### src/common/epphs_pkg.sv
// Constants and types for the ECP host-side parallel port.
// Assumes a single 10 MHz clock and an 8-bit ISA-style register bus.
package epphs_pkg;

	localparam int WORD_W = 8;
	localparam int ADDR_W = 11;
	localparam int DEPTH  = 16;
	localparam int PTR_W  = 4;
	localparam int CNT_W  = 5;

	localparam logic [10:0] OFF_PORT_DATA   = 11'h000;
	localparam logic [10:0] OFF_LINE_STATUS = 11'h001;
	localparam logic [10:0] OFF_LINE_CTRL   = 11'h002;
	localparam logic [10:0] OFF_FIFO_PORT   = 11'h400;
	localparam logic [10:0] OFF_CAP_B       = 11'h401;
	localparam logic [10:0] OFF_EXT_CTRL    = 11'h402;

	localparam logic [2:0] MODE_SPP    = 3'h0;
	localparam logic [2:0] MODE_PS2    = 3'h1;
	localparam logic [2:0] MODE_COMPAT_FIFO_PORT  = 3'h2;
	localparam logic [2:0] MODE_ECP    = 3'h3;
	localparam logic [2:0] MODE_TEST   = 3'h6;
	localparam logic [2:0] MODE_CONFIG = 3'h7;

	localparam int LC_STROBE = 0;
	localparam int LC_AUTOFD = 1;
	localparam int LC_INIT   = 2;
	localparam int LC_SELIN  = 3;
	localparam int LC_ACKIE  = 4;
	localparam int LC_DIR    = 5;

	localparam int RLE_CMD_BIT = 7;

	localparam logic [7:0] CAP_A_VALUE   = 8'h10;
	localparam logic [5:0] LINE_CTRL_RST = 6'h00;
	localparam logic [2:0] MODE_RST      = 3'h0;
	localparam logic [4:0] SVC_LEVEL     = 5'h08;

	typedef enum logic [2:0] {
		XF_IDLE,
		XF_SETUP,
		XF_STROBE,
		XF_RELEASE,
		RV_REQ,
		RV_DONE
	} epphs_xfer_type;

	typedef struct packed {
		logic       isCmd;
		logic [7:0] value;
	} epphs_entry_type;

	typedef struct packed {
		logic       ackN;
		logic       periphBusy;
		logic       paperErrorLine;
		logic       select;
		logic       faultN;
		logic [7:0] dataIn;
	} epphs_pins_in_type;

	typedef struct packed {
		logic       strobeN;
		logic       autoFdN;
		logic       reverseReqN;
		logic       selectInN;
		logic [7:0] dataOut;
		logic       dataOe;
	} epphs_pins_out_type;

	typedef struct packed {
		epphs_entry_type [DEPTH-1:0] mem;
		logic [PTR_W-1:0]            wp;
		logic [PTR_W-1:0]            rp;
		logic [CNT_W-1:0]            cnt;
		epphs_entry_type             last;
	} epphs_fifo_state_type;

	typedef struct packed {
		epphs_xfer_type     st;
		logic [7:0]         dataLatch;
		logic [5:0]         lineCtrl;
		logic [2:0]         mode;
		logic               errIrqEn;
		logic               dmaReqEn;
		logic               svcFlag;
		logic [7:0]         rdData;
		epphs_pins_out_type pins;
		logic               irq;
		logic               dmaReq;
		logic               rlePend;
		logic [7:0]         rleCnt;
		logic [7:0]         repByte;
		logic [7:0]         repLeft;
		logic               ackPrev;
		logic               faultPrev;
	} epphs_port_state_type;

	localparam epphs_pins_out_type PINS_RST = '{
		strobeN: 1'b1, autoFdN: 1'b1, reverseReqN: 1'b0,
		selectInN: 1'b1, dataOut: 8'h00, dataOe: 1'b1};

	localparam epphs_port_state_type PORT_RST = '{
		st: XF_IDLE, dataLatch: 8'h00, lineCtrl: LINE_CTRL_RST,
		mode: MODE_RST, errIrqEn: 1'b0, dmaReqEn: 1'b0,
		svcFlag: 1'b0, rdData: 8'h00, pins: PINS_RST, irq: 1'b0,
		dmaReq: 1'b0, rlePend: 1'b0, rleCnt: 8'h00, repByte: 8'h00,
		repLeft: 8'h00, ackPrev: 1'b1, faultPrev: 1'b1};

endpackage

### src/rtl/epphs_fifo.sv
// Shared 16-entry byte FIFO with a command tag bit per entry.
// Assumes callers never push and pop from conflicting sources.
`timescale 1ns/1ps
module epphs_fifo (
	input  wire logic                      clk_sys,
	input  wire logic                      resetn,
	input  wire logic                      flush,
	input  wire logic                      push,
	input  wire epphs_pkg::epphs_entry_type pushData,
	input  wire logic                      pop,
	output epphs_pkg::epphs_entry_type      popData,
	output logic                           full,
	output logic                           empty,
	output logic [epphs_pkg::CNT_W-1:0]    level
);

	epphs_pkg::epphs_fifo_state_type r;
	epphs_pkg::epphs_fifo_state_type n;
	logic doPush;
	logic doPop;

	assign full  = (r.cnt == 5'h10);
	assign empty = (r.cnt == 5'h00);
	assign level = r.cnt;
	// Empty read repeats the last byte instead of stalling
	assign popData = empty ? r.last : r.mem[r.rp];

	always_comb begin
		n = r;
		// Full drops the write, empty ignores the pop
		doPush = push && !full;
		doPop  = pop && !empty;
		if (flush) begin
			n.wp  = '0;
			n.rp  = '0;
			n.cnt = '0;
		end else begin
			if (doPush) begin
				n.mem[r.wp] = pushData;
				n.wp = r.wp + 4'h1;
			end
			if (doPop) begin
				n.last = r.mem[r.rp];
				n.rp = r.rp + 4'h1;
			end
			if (doPush && !doPop) begin
				n.cnt = r.cnt + 5'h01;
			end else if (doPop && !doPush) begin
				n.cnt = r.cnt - 5'h01;
			end
		end
	end

	always_ff @(posedge clk_sys or negedge resetn) begin
		if (!resetn) begin
			r <= '0;
		end else begin
			r <= n;
		end
	end

endmodule // epphs_fifo

### src/rtl/epphs_port.sv
// ECP-capable parallel port: register file, shared FIFO, link handshakes.
// Assumes bus strobes and pin inputs are synchronous to clk_sys.
//
// Behaviour
// - Every word on the bus and the data lines is eight bits.
// - All FIFO register views share one sixteen-byte FIFO.
// - Legacy printer port registers and pins behave as before.
// - No negotiation; automatic burst channel with DMA both directions.
// - Compatibility FIFO mode strobes bytes out by hardware handshake.
// - Reverse RLE count byte makes the next data byte repeat.
// - Compression is optional; this port does not compress.
// - Forward bytes latch on strobe assertion, interlocked with busy.
// - Port asserts host-ack low to request each reverse byte.
// - Reverse request pin low for reverse, high for forward.
// - In ECP mode, data lines driven only while forward is acknowledged.
// - Select-in line held deasserted throughout ECP mode.
// - Fault raises error interrupt in forward only; never turns link.
// - Status and control registers reachable in every mode.
// - Mode codes: 011 ECP, 010 FIFO, 110 test, 111 config.
`timescale 1ns/1ps
module epphs_port (
	input  wire logic                         clk_sys,
	input  wire logic                         resetn,
	input  wire logic [epphs_pkg::ADDR_W-1:0] busAddr,
	input  wire logic                         busWrStb,
	input  wire logic                         busRdStb,
	input  wire logic [epphs_pkg::WORD_W-1:0] busWrData,
	output logic [epphs_pkg::WORD_W-1:0]      busRdData,
	input  wire logic                         dmaAck,
	output logic                              dmaReq,
	output logic                              irq,
	input  wire epphs_pkg::epphs_pins_in_type pinsIn,
	output epphs_pkg::epphs_pins_out_type     pinsOut
);

	epphs_pkg::epphs_port_state_type r;
	epphs_pkg::epphs_port_state_type n;

	logic                       fifoFlush;
	logic                       fifoPush;
	epphs_pkg::epphs_entry_type fifoPushData;
	logic                       fifoPop;
	epphs_pkg::epphs_entry_type fifoPopData;
	logic                       fifoFull;
	logic                       fifoEmpty;
	logic [epphs_pkg::CNT_W-1:0] fifoLevel;

	logic dirIn;
	logic fwdEcp;
	logic revEcp;
	logic txMode;
	logic fifoMode;
	logic fifoAcc;
	logic faultFell;
	logic ackRose;

	// One FIFO serves every FIFO view
	epphs_fifo u_fifo (
		.clk_sys  (clk_sys),
		.resetn   (resetn),
		.flush    (fifoFlush),
		.push     (fifoPush),
		.pushData (fifoPushData),
		.pop      (fifoPop),
		.popData  (fifoPopData),
		.full     (fifoFull),
		.empty    (fifoEmpty),
		.level    (fifoLevel)
	);

	assign busRdData = r.rdData;
	assign dmaReq    = r.dmaReq;
	assign irq       = r.irq;
	assign pinsOut   = r.pins;

	always_comb begin
		n = r;
		fifoFlush    = 1'b0;
		fifoPush     = 1'b0;
		fifoPushData = '0;
		fifoPop      = 1'b0;

		dirIn  = r.lineCtrl[epphs_pkg::LC_DIR];
		// Mode decode
		fwdEcp = (r.mode == epphs_pkg::MODE_ECP) && !dirIn;
		revEcp = (r.mode == epphs_pkg::MODE_ECP) && dirIn;
		txMode = (r.mode == epphs_pkg::MODE_COMPAT_FIFO_PORT) || fwdEcp;
		fifoMode = (r.mode == epphs_pkg::MODE_COMPAT_FIFO_PORT)
			|| (r.mode == epphs_pkg::MODE_ECP)
			|| (r.mode == epphs_pkg::MODE_TEST);
		// In the FIFO modes a DMA acknowledge always targets the FIFO view
		fifoAcc = fifoMode
			&& (dmaAck || busAddr == epphs_pkg::OFF_FIFO_PORT);
		faultFell = r.faultPrev && !pinsIn.faultN;
		ackRose   = !r.ackPrev && pinsIn.ackN;
		n.faultPrev = pinsIn.faultN;
		n.ackPrev   = pinsIn.ackN;

		// Register writes
		if (busWrStb) begin
			if (fifoAcc) begin
				// FIFO writes only while data flows outward, or in test mode
				if (txMode || r.mode == epphs_pkg::MODE_TEST) begin
					fifoPush = 1'b1;
					fifoPushData = '{isCmd: 1'b0, value: busWrData};
				end
			end else begin
				case (busAddr)
				epphs_pkg::OFF_PORT_DATA: begin
					if (r.mode == epphs_pkg::MODE_ECP) begin
						// Address or RLE byte, forward only
						if (!dirIn) begin
							fifoPush = 1'b1;
							fifoPushData = '{isCmd: 1'b1,
								value: busWrData};
						end
					end else begin
						n.dataLatch = busWrData;
					end
				end
				epphs_pkg::OFF_LINE_CTRL: begin
					n.lineCtrl = busWrData[5:0];
				end
				epphs_pkg::OFF_EXT_CTRL: begin
					n.mode     = busWrData[7:5];
					n.errIrqEn = busWrData[4];
					n.dmaReqEn = busWrData[3];
					n.svcFlag  = busWrData[2];
					// Entering SPP or PS2 mode discards stale bytes
					if (busWrData[7:5] == epphs_pkg::MODE_SPP
						|| busWrData[7:5] == epphs_pkg::MODE_PS2) begin
						fifoFlush = 1'b1;
					end
				end
				default: begin
				end
				endcase
			end
		end

		// Register reads
		if (busRdStb) begin
			if (fifoAcc) begin
				n.rdData = fifoPopData.value;
				if (revEcp || r.mode == epphs_pkg::MODE_TEST) begin
					fifoPop = 1'b1;
				end
			end else begin
				case (busAddr)
				epphs_pkg::OFF_PORT_DATA: begin
					if (r.mode == epphs_pkg::MODE_SPP
						|| r.mode == epphs_pkg::MODE_PS2) begin
						n.rdData = pinsIn.dataIn;
					end else begin
						n.rdData = 8'h00;
					end
				end
				epphs_pkg::OFF_LINE_STATUS: begin
					// Status readable in any mode
					n.rdData = {!pinsIn.periphBusy, pinsIn.ackN,
						pinsIn.paperErrorLine, pinsIn.select,
						pinsIn.faultN, 3'h0};
				end
				epphs_pkg::OFF_LINE_CTRL: begin
					n.rdData = {2'h0, r.lineCtrl};
				end
				epphs_pkg::OFF_FIFO_PORT: begin
					if (r.mode == epphs_pkg::MODE_CONFIG) begin
						n.rdData = epphs_pkg::CAP_A_VALUE;
					end else begin
						n.rdData = 8'h00;
					end
				end
				epphs_pkg::OFF_CAP_B: begin
					// Compress bit reads zero: no compressor
					if (r.mode == epphs_pkg::MODE_CONFIG) begin
						n.rdData = {1'b0, r.irq, 6'h00};
					end else begin
						n.rdData = 8'h00;
					end
				end
				epphs_pkg::OFF_EXT_CTRL: begin
					n.rdData = {r.mode, r.errIrqEn, r.dmaReqEn,
						r.svcFlag, fifoFull, fifoEmpty};
				end
				default: begin
					n.rdData = 8'h00;
				end
				endcase
			end
		end

		// Static pin levels per mode
		if (r.mode == epphs_pkg::MODE_ECP) begin
			n.pins.selectInN   = 1'b1;
			n.pins.reverseReqN = !dirIn;
			// Release the bus as soon as reverse is selected or forward is not acknowledged
			n.pins.dataOe = !dirIn && pinsIn.paperErrorLine;
		end else begin
			n.pins.selectInN   = !n.lineCtrl[epphs_pkg::LC_SELIN];
			n.pins.reverseReqN = n.lineCtrl[epphs_pkg::LC_INIT];
			if (r.mode == epphs_pkg::MODE_PS2) begin
				n.pins.dataOe = !n.lineCtrl[epphs_pkg::LC_DIR];
			end else begin
				n.pins.dataOe = 1'b1;
			end
		end

		// Link handshake engine
		if (!(r.mode == epphs_pkg::MODE_COMPAT_FIFO_PORT
			|| r.mode == epphs_pkg::MODE_ECP)) begin
			n.st = epphs_pkg::XF_IDLE;
			n.pins.strobeN = !n.lineCtrl[epphs_pkg::LC_STROBE];
			n.pins.autoFdN = !n.lineCtrl[epphs_pkg::LC_AUTOFD];
			n.rlePend = 1'b0;
			n.repLeft = 8'h00;
			if (r.mode == epphs_pkg::MODE_SPP
				|| r.mode == epphs_pkg::MODE_PS2) begin
				n.pins.dataOut = n.dataLatch;
			end
		end else begin
			unique case (r.st)
			epphs_pkg::XF_IDLE: begin
				n.pins.strobeN = 1'b1;
				if (r.mode == epphs_pkg::MODE_COMPAT_FIFO_PORT) begin
					n.pins.autoFdN =
						!r.lineCtrl[epphs_pkg::LC_AUTOFD];
				end else if (!dirIn) begin
					n.pins.autoFdN = 1'b1;
				end
				if (txMode && !fifoEmpty
					&& (r.mode == epphs_pkg::MODE_COMPAT_FIFO_PORT
					|| pinsIn.paperErrorLine)) begin
					fifoPop = 1'b1;
					n.pins.dataOut = fifoPopData.value;
					if (fwdEcp) begin
						// Low marks a command byte
						n.pins.autoFdN = !fifoPopData.isCmd;
					end
					n.st = epphs_pkg::XF_SETUP;
				end else if (revEcp && !pinsIn.paperErrorLine
					&& !fifoFull && r.repLeft == 8'h00) begin
					n.pins.autoFdN = 1'b0;
					n.st = epphs_pkg::RV_REQ;
				end
			end
			epphs_pkg::XF_SETUP: begin
				// Wait for the peripheral to be ready
				if (!pinsIn.periphBusy) begin
					n.pins.strobeN = 1'b0;
					n.st = epphs_pkg::XF_STROBE;
				end
			end
			epphs_pkg::XF_STROBE: begin
				// Hold strobe until busy confirms the latch
				if (pinsIn.periphBusy) begin
					n.pins.strobeN = 1'b1;
					n.st = epphs_pkg::XF_RELEASE;
				end
			end
			epphs_pkg::XF_RELEASE: begin
				// Busy falling frees the next byte
				if (!pinsIn.periphBusy) begin
					n.st = epphs_pkg::XF_IDLE;
				end
			end
			epphs_pkg::RV_REQ: begin
				// Ack low means the peripheral drives data
				if (!pinsIn.ackN) begin
					n.pins.autoFdN = 1'b1;
					n.st = epphs_pkg::RV_DONE;
					// Busy low tags a command byte
					if (!pinsIn.periphBusy) begin
						if (!pinsIn.dataIn[epphs_pkg::RLE_CMD_BIT])
						begin
							n.rleCnt  = pinsIn.dataIn;
							n.rlePend = 1'b1;
						end else begin
							fifoPush = 1'b1;
							fifoPushData = '{isCmd: 1'b1,
								value: pinsIn.dataIn};
						end
					end else begin
						fifoPush = 1'b1;
						fifoPushData = '{isCmd: 1'b0,
							value: pinsIn.dataIn};
						if (r.rlePend) begin
							// First copy now, the rest below
							n.repByte = pinsIn.dataIn;
							n.repLeft = r.rleCnt;
							n.rlePend = 1'b0;
						end
					end
				end
			end
			epphs_pkg::RV_DONE: begin
				if (pinsIn.ackN) begin
					n.st = epphs_pkg::XF_IDLE;
				end
			end
			default: begin
				n.st = epphs_pkg::XF_IDLE;
			end
			endcase
		end

		// Expand the pending run one byte per cycle
		if (r.repLeft != 8'h00 && revEcp && !fifoFull) begin
			fifoPush = 1'b1;
			fifoPushData = '{isCmd: 1'b0, value: r.repByte};
			n.repLeft = r.repLeft - 8'h01;
		end

		// DMA paces on the FIFO flags
		n.dmaReq = r.dmaReqEn && fifoMode
			&& ((txMode && !fifoFull) || (revEcp && !fifoEmpty));

		// Hardware set wins over a software clear in the same cycle
		if (!r.dmaReqEn && ((txMode && fifoLevel <= epphs_pkg::SVC_LEVEL)
			|| (revEcp && fifoLevel >= epphs_pkg::SVC_LEVEL))) begin
			n.svcFlag = 1'b1;
		end

		// Fault only counts while forward; it never turns the link
		n.irq = (r.errIrqEn && fwdEcp && faultFell)
			|| (r.lineCtrl[epphs_pkg::LC_ACKIE] && ackRose);
	end

	always_ff @(posedge clk_sys or negedge resetn) begin
		if (!resetn) begin
			r <= epphs_pkg::PORT_RST;
		end else begin
			r <= n;
		end
	end

endmodule // epphs_port

### config.mk
export PLATFORM = sky130hd
export DESIGN_NAME = epphs_port
export DESIGN_NICKNAME = d
export VERILOG_FILES = /design/src/common/epphs_pkg.sv /design/src/rtl/epphs_fifo.sv /design/src/rtl/epphs_port.sv
export SDC_FILE = /design/constraint.sdc
export NUM_CORES = 1
export LEC_CHECK = 0
export BUFFER_PORTS_ARGS = -buffer_cell sky130_fd_sc_hd__buf_2
export CELL_PAD_IN_SITES_DETAIL_PLACEMENT = 0
export CELL_PAD_IN_SITES_GLOBAL_PLACEMENT = 2
export CORE_ASPECT_RATIO = 0.9
export CORE_MARGIN = 2
export CORE_UTILIZATION = 39
export DETAILED_ROUTE_END_ITERATION = 10
export GPL_ROUTABILITY_DRIVEN = 0
export HOLD_SLACK_MARGIN = 0.12
export PLACE_DENSITY_LB_ADDON = 0.12
export SKIP_CTS_REPAIR_TIMING = 1
export SYNTH_ARGS = -nofsm -noshare
export SYNTH_HDL_FRONTEND = slang
export SYNTH_SLANG_ARGS = --single-unit
### constraint.sdc
create_clock -name clk_sys -period 3.25 [get_ports clk_sys]
set_clock_uncertainty 0.15 [all_clocks]
set_input_delay 0.4875 -clock clk_sys [delete_from_list [all_inputs] [get_ports clk_sys]]
set_output_delay 0.4875 -clock clk_sys [all_outputs]
set_load 0.02 [all_outputs]
==> run_results.csv <==
group,metric,value,unit
critical_path,max_stage_delay,0.59,ns
finish,seqCellArea,0.00594,mm2
power_and_ir_drop,switchingPower,1.53,mW
global_routing,track_usage,20.8,%
critical_path,r2r.worst_path.cells,8,
sta,holdWs,0.161,ns
finish,final_cell_mix,"229 x dfrtp_1, 148 x mux2_2, 69 x buf_4",
critical_path,critPathMaxFanout,4,
finish,fill_cells,2787,
synthesis,yosysSeqAreaShare,49.2,%
die,fp.dieH,171,um
min_path,hold_end,"r[11]",
drt,vias,8073,
synthesis,ys_warn_count,0,
synthesis,synth_edf_count,0,
power_and_ir_drop,p_comb_share,5.1,%
synthesis,syn_area,0.0121,mm2
critical_path,regToRegStartpoint,"r[54]",
sta,period_minus_slack,3.09,ns
global_routing,grt_max_degree,82,
die,io_pins,60,
min_path,min-delay-start,"pinsIn[1]",
power_and_ir_drop,clockPowerShare,50.4,%
placement,dp_hpwl,23300,um
synthesis,synth.ff_latch_count,237,
clocking,cts_root_buf,"clkbuf_16",
min_path,min_delay_path_depth,2,
sta,relSlewSlack,26.6,%
die,die_area,0.0324,mm2
finish,nNetsFinal,1095,
critical_path,r2r_slack,0.29,ns
synthesis,synthesis.nets,981,
finish,antennaDiodeCount,0,
drt,post_drt_wl_per_cell,22.3,um
clocking,clk_latency,0.54,ns
sta,setup_ws,0.163,ns
die,start_util,39.4,%
synthesis,ys_async_sr_fraction,100,%
power_and_ir_drop,p_int,5.16,mW
power_and_ir_drop,p_leak,6.75,nW
synthesis,synthCells,933,
die,rows,61,
clocking,cts_buffers,27,
drt,drt_pass1_iterations,5,
drt,drc_errors,0,
power_and_ir_drop,swShare,22.8,%
critical_path,crit_type,"in2reg",
clocking,cts.sinks,237,
sta,min_period_over_period,95.0,%
global_routing,overflow,0,
placement,io_buffers,59,
die,core-area,0.0307,mm2
min_path,hold_path_class,"in2reg",
clocking,path_clk_slew,0.06,ns
sta,maxSlewViolCount,0,
sta,max_freq,324,MHz
global_routing,grt_first_pass_wirelength,50900,um
global_routing,antenna_found_initial,0,
finish,layout_commonest_cell,"dfrtp_1",
die,die_w,190,um
finish,drive_gt1_share,43.6,%
status,status,"finished clean",
power_and_ir_drop,cellPowerDensity,461,mW/mm2
sta,setup_violations,0,
critical_path,cp-end-kind,"register",
sta,hold_viol_final,0,
clocking,clock_path_buffers,3,
drt,viasPerCell,5.47,
placement,place_ws,-0.266,ns
global_routing,grt_pass1_vias,8032,
drt,ant_nets,0,
critical_path,critPathLaunchType,"input port",
finish,multi_input_area,0.00576,mm2
synthesis,yosys_most_used_dff,"dfrtp_1",
job,cap_violations,0,
critical_path,r2r_end,"u_fifo.r[52]",
synthesis,synth.avg_cell_area,12.9,um2
critical_path,slowest_stage,"or4b_1",
clocking,cts_tree,"done",
critical_path,crit_arrival,3.40,ns
drt,dr.first_iter.drc_count,493,
sta,rsz0062_at_grt,"false",
finish,syn2layout_area_growth,20.3,%
critical_path,path_cells,"dlygate4sd3_1 -> buf_2 -> or4b_1 -> nor3_2 -> a21oi_2 -> a21oi_4 -> nand2_2 -> inv_2 -> fa_2 -> inv_1 -> a21o_1 -> a21oi_2 -> nor3_1 -> mux2i_1 -> mux2i_1",
sta,tightest_slew,1.10,ns
power_and_ir_drop,seq_power_share,44.5,%
synthesis,synth.distinct_cells,70,
clocking,h-tree-depth,1,
drt,totalWireLength,33000,um
power_and_ir_drop,irDropWorstVdd,0.000342,V
critical_path,required,3.56,ns
==> kinds of logic after synthesis <==
logic type	count (synthesis)	share of synthesized area, %
AOI/OAI and AO/OA	139	7.58
adders and majority gates	11	1.20
muxes	253	28.6
buffers and inverters	85	3.49
xor gates and xnor gates	9	0.653
DFF	237	49.2
and+or+nand+nor	199	9.32
==> worst max-delay path: cells and delay by family <==
kind | cells | cell delay [ns]
and+or+nand+nor | 4 | 1.04
buffers and inverters | 4 | 0.77
AOI/OAI and AO/OA | 4 | 0.57
muxes | 2 | 0.34
adders and majority gates | 1 | 0.20
==> registers in the layout, summed over array words and instances, names as in the netlist <==
register / count
u_fifo.r: 160
irq: 1
r: 48
pinsOut: 13
u_fifo.level: 5
busRdData: 8
dirIn: 1
dmaReq: 1
==> how the worst max path moves through the flow <==
stage,from,to,cells after the start,slack [ns]
5_1_grt,pinsIn[12],u_fifo.level[4],15,0.02
3_5_place_dp,busAddr[6],u_fifo.level[4],14,-0.27
3_3_place_gp,busAddr[6],u_fifo.level[4],14,-0.21
6_report,pinsIn[12],u_fifo.level[4],15,0.16
4_1_cts,r[6],u_fifo.level[4],13,0.23
2_1_floorplan,busAddr[6],u_fifo.level[4],13,-0.1
==> routing by layer <==
| layer | wire length [um] | track usage [%] | part of all wire, % |
|---|---|---|---|
| met1 | 16800 | 32.7 | 51 |
| met2 | 14200 | 30.5 | 43 |
| met3 | 1600 | 3.55 | 4.8 |
| met4 | 388 | 3.20 | 1.2 |
| met5 | 0 | 0 | 0 |
==> power groups by stage <==
stage	sequential, mW	combinational (mW)	clock [mW]
detailed placement	3.03	0.349	0
global placement	3.03	0.352	0
finish	2.98	0.344	3.37
CTS	2.98	0.351	3.45
floorplan	3.03	0.145	0
global route	2.98	0.386	3.57
==> area by class of cell <==
type                    count  share of cell area (%)
flip-flops and latches    237                    40.9
multi-input cells         611                    39.6
repair buffers            152                    8.77
clock buffers              33                    5.01
well taps                 409                    3.52
clock inverters            17                    1.73
inverters                  18                   0.465
==> synthesized netlist by cell type, types with 5 or more instances <==
| cell type | number | area (um2) |
|---|---|---|
| dfrtp_1 | 231 | 5780 |
| mux2_2 | 148 | 1670 |
| nand2_1 | 57 | 214 |
| a21oi_1 | 49 | 245 |
| mux4_2 | 44 | 991 |
| nor2_1 | 40 | 150 |
| clkbuf_1 | 37 | 139 |
| mux2_4 | 36 | 541 |
| o21ai_0 | 25 | 125 |
| nand3_1 | 24 | 120 |
| buf_4 | 22 | 165 |
| mux2i_1 | 21 | 210 |
| inv_1 | 18 | 67.6 |
| nor3_4 | 12 | 195 |
| nor3_1 | 11 | 55.1 |
| ha_1 | 10 | 125 |
| nand2b_1 | 10 | 62.6 |
| nand4_1 | 9 | 56.3 |
| o22ai_1 | 9 | 56.3 |
| nor2b_1 | 8 | 50.1 |
| dfstp_2 | 6 | 158 |
| xnor2_1 | 5 | 43.8 |
==> metrics by stage <==
stage	instances	utilization [%]	total power, mW	TNS, ns	area [um2]
floorplan	933	-	3.17	-0.112	12100
global placement	1424	44.1	3.38	-8.92	13500
detailed placement	1424	44.1	3.38	-10.81	13500
CTS	1474	47.2	6.78	0	14500
global route	1477	47.4	6.94	0	14500
finish	1477	47.4	6.69	0	14500
No activity file was read; power rests on OpenSTA's default activity.
